### src/rtl/eet_pkg.sv
// Purpose: Constants for the ECC fault trap and error tally block
// Assumes: 32-bit register port, one word per register
// Notes:   Offsets are byte addresses on the plain register port
package eet_pkg;
    localparam int          EET_ADDR_W       = 8;
    localparam int          EET_DATA_W       = 32;
    localparam int          EET_TRAP_W       = 32;
    localparam int          EET_TALLY_W      = 16;
    localparam int          EET_UNIT_BYTES   = 16;
    localparam int          EET_UNIT_LSB     = 4;
    localparam logic [7:0]  EET_OFS_TRAP     = 8'h00;
    localparam logic [7:0]  EET_OFS_TALLY    = 8'h04;
    localparam logic [7:0]  EET_OFS_CTRL     = 8'h08;
    localparam logic [7:0]  EET_OFS_STATUS   = 8'h0c;
    localparam logic [7:0]  EET_OFS_MASK     = 8'h10;
    localparam logic [31:0] EET_TRAP_RST     = 32'h0000_0000;
    localparam logic [15:0] EET_TALLY_RST    = 16'h0000;
    localparam logic [15:0] EET_TALLY_MAX    = 16'hffff;
    localparam logic [15:0] EET_TALLY_ONE    = 16'h0001;
    localparam logic [31:0] EET_RD_UNMAPPED  = 32'h0000_0000;
    localparam int          EET_CTRL_BOTH    = 0;
    localparam int          EET_IRQ_W        = 3;
    localparam int          EET_IRQ_CAPTURE  = 0;
    localparam int          EET_IRQ_COUNT    = 1;
    localparam int          EET_IRQ_SAT      = 2;
    localparam logic [2:0]  EET_IRQ_RST      = 3'h0;
endpackage

### src/rtl/eet_trap_tally.sv
// Purpose: ECC fault address trap and saturating error tally for array reads
// Assumes: Inputs synchronous to CLK; one UNIT_ERR pulse per errored unit per read
// Notes:   Registers are read-only to software apart from control and mask
//
// Summary of operation
// The trap keeps the unit address of the first ECC error after a clear and ignores later ones.
// The trap loads only while an array read instruction is executing.
// Software masks address bits above the device density before using the trap value.
// The trap returns to zero on clear-ECC-status and on any reset.
// Trap and tally count single and double errors, or single errors only, as selected.
// A 16-bit tally counts ECC errors seen in array reads since the last reset.
// The tally changes only while an array read instruction is executing.
// Each errored unit read adds at most one, and each new read of it adds one again.
// The tally holds at its maximum instead of wrapping.
// The tally returns to zero on any reset.
// Addresses and counting refer to sixteen-byte aligned data units.
// Software writes to the trap and tally are ignored.
`timescale 1ns/1ps
module eet_trap_tally
    import eet_pkg::*;
(
    input  wire logic                  CLK,
    input  wire logic                  RST,
    input  wire logic                  READ_ACTIVE,
    input  wire logic                  UNIT_ERR,
    input  wire logic                  UNIT_ERR_2BIT,
    input  wire logic [EET_TRAP_W-1:0] UNIT_ADDR,
    input  wire logic                  CLEAR_ECC_STATUS,
    input  wire logic [EET_ADDR_W-1:0] REG_ADDR,
    input  wire logic [EET_DATA_W-1:0] REG_WDATA,
    input  wire logic                  REG_WR,
    input  wire logic                  REG_RD,
    output logic      [EET_DATA_W-1:0] REG_RDATA,
    output logic                       IRQ
);

    logic [EET_TRAP_W-1:0]  trap_r;
    logic                   trap_full_r;
    logic [EET_TALLY_W-1:0] tally_r;
    logic                   both_r;
    logic [EET_IRQ_W-1:0]   status_r;
    logic [EET_IRQ_W-1:0]   mask_r;
    logic                   err_hit;
    logic                   capture;
    logic                   count;
    logic                   sat_hit;
    logic [EET_IRQ_W-1:0]   event_vec;
    logic                   rd_status;
    logic [EET_DATA_W-1:0]  rdata_nxt;
    logic [EET_IRQ_W-1:0]   status_nxt;

    function automatic logic hit(input logic [EET_ADDR_W-1:0] a, input logic [EET_ADDR_W-1:0] ofs);
        hit = (a == ofs);
    endfunction

    // Double-bit errors are dropped when only single-bit reporting is selected
    assign err_hit   = UNIT_ERR && (both_r || !UNIT_ERR_2BIT);
    assign capture   = READ_ACTIVE && err_hit && !trap_full_r;
    assign count     = READ_ACTIVE && err_hit && (tally_r != EET_TALLY_MAX);
    assign sat_hit   = count && (tally_r == (EET_TALLY_MAX - EET_TALLY_ONE));
    assign event_vec = {sat_hit, count, capture};
    assign rd_status = REG_RD && hit(REG_ADDR, EET_OFS_STATUS);
    // Next status feeds IRQ too, so the interrupt follows status with no extra cycle
    assign status_nxt = (rd_status ? EET_IRQ_RST : status_r) | event_vec;

    // Low bits are forced to zero so the trap always names a whole unit
    always_ff @(posedge CLK) begin
        if (RST || CLEAR_ECC_STATUS) begin
            trap_r      <= EET_TRAP_RST;
            trap_full_r <= 1'b0;
        end else if (capture) begin
            trap_r      <= {UNIT_ADDR[EET_TRAP_W-1:EET_UNIT_LSB], {EET_UNIT_LSB{1'b0}}};
            trap_full_r <= 1'b1;
        end
    end

    // Clear-ECC-status leaves the tally alone; only reset zeroes it
    always_ff @(posedge CLK) begin
        if (RST) begin
            tally_r <= EET_TALLY_RST;
        end else if (count) begin
            tally_r <= tally_r + EET_TALLY_ONE;
        end
    end

    // Reporting select resets to both kinds so nothing is missed before software sets it up
    always_ff @(posedge CLK) begin
        if (RST) begin
            both_r <= 1'b1;
        end else if (REG_WR && hit(REG_ADDR, EET_OFS_CTRL)) begin
            both_r <= REG_WDATA[EET_CTRL_BOTH];
        end
    end

    always_ff @(posedge CLK) begin
        if (RST) begin
            mask_r <= EET_IRQ_RST;
        end else if (REG_WR && hit(REG_ADDR, EET_OFS_MASK)) begin
            mask_r <= REG_WDATA[EET_IRQ_W-1:0];
        end
    end

    // A new event in the same cycle as the clearing read stays set
    for (genvar g = 0; g < EET_IRQ_W; g++) begin : g_status
        always_ff @(posedge CLK) begin
            if (RST) begin
                status_r[g] <= EET_IRQ_RST[g];
            end else begin
                status_r[g] <= status_nxt[g];
            end
        end
    end

    always_ff @(posedge CLK) begin
        if (RST) begin
            IRQ <= 1'b0;
        end else begin
            IRQ <= |(status_nxt & mask_r);
        end
    end

    // Writes to trap and tally offsets fall through with no effect
    always_comb begin
        rdata_nxt = EET_RD_UNMAPPED;
        unique case (REG_ADDR)
            EET_OFS_TRAP:   rdata_nxt = trap_r;
            EET_OFS_TALLY:  rdata_nxt = {{(EET_DATA_W-EET_TALLY_W){1'b0}}, tally_r};
            EET_OFS_CTRL:   rdata_nxt = {{(EET_DATA_W-1){1'b0}}, both_r};
            EET_OFS_STATUS: rdata_nxt = {{(EET_DATA_W-EET_IRQ_W){1'b0}}, status_r};
            EET_OFS_MASK:   rdata_nxt = {{(EET_DATA_W-EET_IRQ_W){1'b0}}, mask_r};
            default:        rdata_nxt = EET_RD_UNMAPPED;
        endcase
    end

    always_ff @(posedge CLK) begin
        if (RST) begin
            REG_RDATA <= EET_RD_UNMAPPED;
        end else if (REG_RD) begin
            REG_RDATA <= rdata_nxt;
        end else begin
            REG_RDATA <= EET_RD_UNMAPPED;
        end
    end
endmodule

### config.mk
export PLATFORM = sky130hd
export DESIGN_NAME = eet_trap_tally
export DESIGN_NICKNAME = d
export VERILOG_FILES = /design/src/rtl/eet_pkg.sv /design/src/rtl/eet_trap_tally.sv
export SDC_FILE = /design/constraint.sdc
export NUM_CORES = 1
export LEC_CHECK = 0
export BUFFER_PORTS_ARGS = -buffer_cell sky130_fd_sc_hd__buf_2
export CORE_UTILIZATION = 50
export DETAILED_ROUTE_END_ITERATION = 7
export GPL_TIMING_DRIVEN = 0
export HOLD_SLACK_MARGIN = 0.08
export PLACE_DENSITY = 0.86
export REMOVE_ABC_BUFFERS = 1
export SYNTH_ARGS = -nofsm -noshare
export SYNTH_HDL_FRONTEND = slang
export SYNTH_SLANG_ARGS = --single-unit
### constraint.sdc
create_clock -name CLK -period 2.85 [get_ports CLK]
set_input_delay 0.4275 -clock CLK [delete_from_list [all_inputs] [get_ports CLK]]
set_output_delay 0.4275 -clock CLK [all_outputs]
set_load 0.02 [all_outputs]
After elaboration in Yosys (flattened, before gate mapping):

Cells that the tools add are included.

* $add $sub $neg: 1
* reductions and logical operators: 15
* mux-type cells: 2
* bitwise gates (word level): 3
* equality and inequality tests: 6

Operator list (number)
* case mux 32 bit (5 select lines): 1
* adder 16 x 1 -> 16 bit (second input constant): 1
* equality test 16 bit (second input constant): 1
* equality test 8 x 4 -> 1 bit (second input constant): 2
* inequality test 16 bit (second input constant): 1
* equality test 8 x 3 -> 1 bit (second input constant): 1
* equality test 8 x 5 -> 1 bit (second input constant): 1
* logical AND 1 bit: 8
* logical NOT 8 bit: 1
* AND 3 bit: 1
* 2-to-1 mux 3 bit: 1
* bitwise OR 3 bit: 1
* OR reduction 3 bit: 1
* logical NOT 1 bit: 2
* logical OR 1 bit: 2
* OR reduction 2 bit: 1
* NOT 1 bit: 1

* output and inout port bits: 33
* word-level logic and storage cells: 37
* register bits after elaboration: 85
* input bits: 80

Logic depth before layout (Yosys ltp):

* depth in word-level cells: 9
* gate-level depth with buffers: 7
* gate-level depth less buffers: 7

Worst setup path after synthesis:

No wires, ideal clock.

* kind: input to register
* from: input REG_ADDR[4]
* to: register IRQ
* library setup time: 0.125 ns
* data arrival time: 1.924 ns
* path buffers: 1
* slack: 0.801 ns
* required time: 2.725 ns
* stages on the path: 6
* cells stage by stage: buf_2 or4b_1 or3_1 a32o_2 nand2_1 nand4_1

* longest elaborated chain between the ends: 6

Ends and longest elaborated chain
* from (decl): line eet_trap_tally.sv:29 `input wire logic [EET_ADDR_W-1:0] REG_ADDR,`
* equality test 8 x 4 -> 1 bit: line eet_trap_tally.sv:53 `hit = (a == ofs);`
* logical AND 1 bit: line eet_trap_tally.sv:62 `assign rd_status = REG_RD && hit(REG_ADDR, EET_OFS_STATUS);`
* 2-to-1 mux 3 bit: line eet_trap_tally.sv:64 `assign status_nxt = (rd_status ? EET_IRQ_RST : status_r) | event_vec;`
* bitwise OR 3 bit: line eet_trap_tally.sv:64
* AND 3 bit: line eet_trap_tally.sv:118 `IRQ <= |(status_nxt & mask_r);`
* OR reduction 3 bit: line eet_trap_tally.sv:118
* to (signal assigned): line eet_trap_tally.sv:118
* to (decl): line eet_trap_tally.sv:34 `output logic IRQ`

Every way passes these cells.
A chain may end at the register's enable or synchronous reset.

Worst setup path in the final report:

* from: input REG_ADDR[1]
* to: register REG_RDATA[26]

* longest elaborated chain between the ends: 2
* elaborated cells on any way between the ends: 6
* classes of those cells: eq/ne: 4; mux: 1; reduce/logical: 1

Ends and longest elaborated chain
* equality test 8 x 5 -> 1 bit, or another cell as far along: line eet_trap_tally.sv:125 `unique case (REG_ADDR)`
* case mux 32 bit (5 select lines) *: line eet_trap_tally.sv:125
* to (signal assigned): line eet_trap_tally.sv:139 `REG_RDATA <= rdata_nxt;`
* to (decl): line eet_trap_tally.sv:33 `output logic [EET_DATA_W-1:0] REG_RDATA,`

Mark *: on every way between the ends. The rest lies on a longest branch, timed or not.

==> results.tsv <==
metric	value	unit
yosys_warnings	0	
report.final.slew_viol_count	0	
async_flop_share	0	%
initial_core_util	51.5	%
startpoint	REG_ADDR[1]	
dr.pass1.iters	4	
grt_max_degree	30	
final-setup-viol-count	0	
min_period	2.65	ns
drt_wl_total	7020	um
clock_sink_count	85	
worstSetupPathType	in2reg	
grt_pass1_vias	2521	
slowest_stage	nor4_2	
cts_buffers	9	
place_ws	-0.192	ns
drv_cap	0	
nNetsFinal	519	
hold_violations	0	
r2r_slack	0.75	ns
crit_chain	buf_2 -> or3_4 -> or3_4 -> nor4_2 -> and3_2 -> and2_1	
synthToLayoutAreaGrowth	18.8	%
clockRootBuffer	clkbuf_8	
fp.dieH	82.6	um
netlist_instances	365	
worstHoldStart	UNIT_ADDR[25]	
outcome	complete, no violations	
wl_per_cell	13.5	um
place.gp.congestion	0.856	
critPathMostFrequentCell	or3_4	
hold_depth	3	
synth.distinct_cells	43	
syn-mean-instance-area	8.91	sq um
ant_nets	0	
drt-vias-per-instance	5.34	
endpoint_kind	flip-flop	
max_slew_margin	15.3	%
synth.area.top_cells	dfxtp_1 (52%), nand2_1 (7.9%), a21oi_1 (4.6%)	
clock_latency	0.37	ns
htree_levels	3	
worst_pin_slew	1.26	ns
grt_pass1_wl	11300	um
clkTransAtPathRegs	0.10	ns
fin_setup_tns	0	ns
crit_path_max_incr_delay	0.95	ns
yosys.area.top_type	dfxtp_1	
max_freq	0.377	GHz
required	3.16	ns
coreArea	6310	sq um
drive_gt1_share	24.4	%
io_pins	113	
rr_startpoint	tally_r[0]	
grt_use_total	22.3	%
cp_num_buf_inv	1	
cts_buffer_depth	2	
synthFlopType	dfxtp_1	
cts_tree	yes	
p_total	0.00214	W
finClkSkew	0.00985	ns
cts_resized	0	
irDropWorstVdd	359	uV
cts_setup_buffers	0	
num_rows	29	
crit_fanout	16	
startpoint_type	primary input	
worst_slack	0.201	ns
antenna_found_initial	0	
crit_cells	6	
seq_area_frac_synth	52.3	%
placedCellCount	503	
whs	0.288	ns
critPathTopFamily	simple AND/OR/NAND/NOR gates	
antenna_cells	0	
powerDensity	555	nW/um^2
synth_edf_count	0	
drc_errors	0	
synth_seq_cells	85	
synth_top_area_share	52.3	%
worstHoldPathType	in2reg	
worstPathArrival	2.96	ns
netlist_area	3250	sq um
rr_worst_depth	6	
die_w	82.6	um
grt_overflow_total	0	
io_buffers	79	
grt_setup_unrepaired	false	
via_count	2772	
hpwl	4830	um
instances_no_fill	519	
leakage	1.53	nW
fin_crit_sh	93.0	%
die_area	6830	sq um
ctsHoldBuffers	0	
drt_iter0_drc	222	
power breakdown:
part           leakage (nW)  switching, W  internal [W]
Sequential            0.687     0.0000118       0.00120
Combinational         0.748     0.0000662     0.0000458
Clock                0.0911      0.000479      0.000337
Total                  1.53      0.000557       0.00158
placed cells by master (no fill, tap or decap), types with 3 or more instances in the layout:
cell,instances
o21ai_1,3
inv_1,6
buf_2,79
dfxtp_1,85
nand4_1,11
nand2_1,68
nor4_1,6
and2_1,19
or3_1,3
a21oi_1,30
mux2i_1,4
a31oi_1,3
clkbuf_8,9
nand3b_1,3
and3_1,3
nand3_1,7
nor3_1,3
xor2_1,9
xnor2_1,6
a22oi_1,12
nor2_1,37
metrics by stage:
stage,area (sq um),util [%]
6_report,3860,61.2
4_1_cts,3860,61.2
3_5_place_dp,3670,58.1
2_1_floorplan,3160,-
5_1_grt,3860,61.2
3_3_place_gp,3650,57.9
logic make-up after synthesis:
family / share of synthesized area, %
adder cells (fa/ha/maj): 0.770
AO/OA/AOI/OAI: 11.5
flip-flops: 52.3
AND/OR/NAND/NOR: 26.4
buffers and inverters: 3.39
XOR/XNOR: 4.04
multiplexers: 1.58
cell usage after synthesis, types with 2 or more instances:
library cell	n
or2_2	2
or3_1	3
a22oi_1	12
nand3_1	7
a31oi_1	3
nand3b_1	3
nor3_1	3
nor2_1	38
o2111ai_1	2
nor4_1	6
or3_4	2
inv_1	6
a211oi_1	2
a21oi_1	30
and3_1	3
and2_1	19
xnor2_1	6
o211ai_1	2
xor2_1	9
nand2_1	68
o21ai_1	3
ha_1	2
nand4_1	11
buf_2	4
mux2i_1	4
dfxtp_1	85
nor4_2	2
clkbuf_1	13
final cells by class:
type                            instances  area, sq um
Multi-Input combinational cell        255         1440
Fill cell                             554         2450
Clock buffer                            9          124
Inverter                                6         22.5
Tap cell                               77         96.3
Timing Repair Buffer                   80          407
Clock inverter                          7         68.8
Sequential cell                        85         1700
worst reg2reg max path: stages (launching register included):
cell	delay (ns)
dfxtp_1	0.49
ha_1	0.30
inv_1	0.11
or3_1	0.53
nor4_1	0.35
xnor2_1	0.17
nor2_1	0.05
final timing paths:
check / to
setup reg to reg: tally_r[12]
hold / removal: trap_r[25]
setup / recovery: REG_RDATA[26]
hold reg to reg: trap_r[20]
layer usage:
metal	wire, um	global-route usage (%)
met3	649	7.14
met2	3310	37.1
met1	2880	25.2
met5	0	0
met4	181	12.8
flip-flops by register name, indices dropped and copies added (netlist names):
name         count
REG_RDATA       32
trap_r          28
tally_r         16
mask_r           3
status_r         3
IRQ              1
both_r           1
trap_full_r      1
No activity file was read; power rests on OpenSTA's default activity.
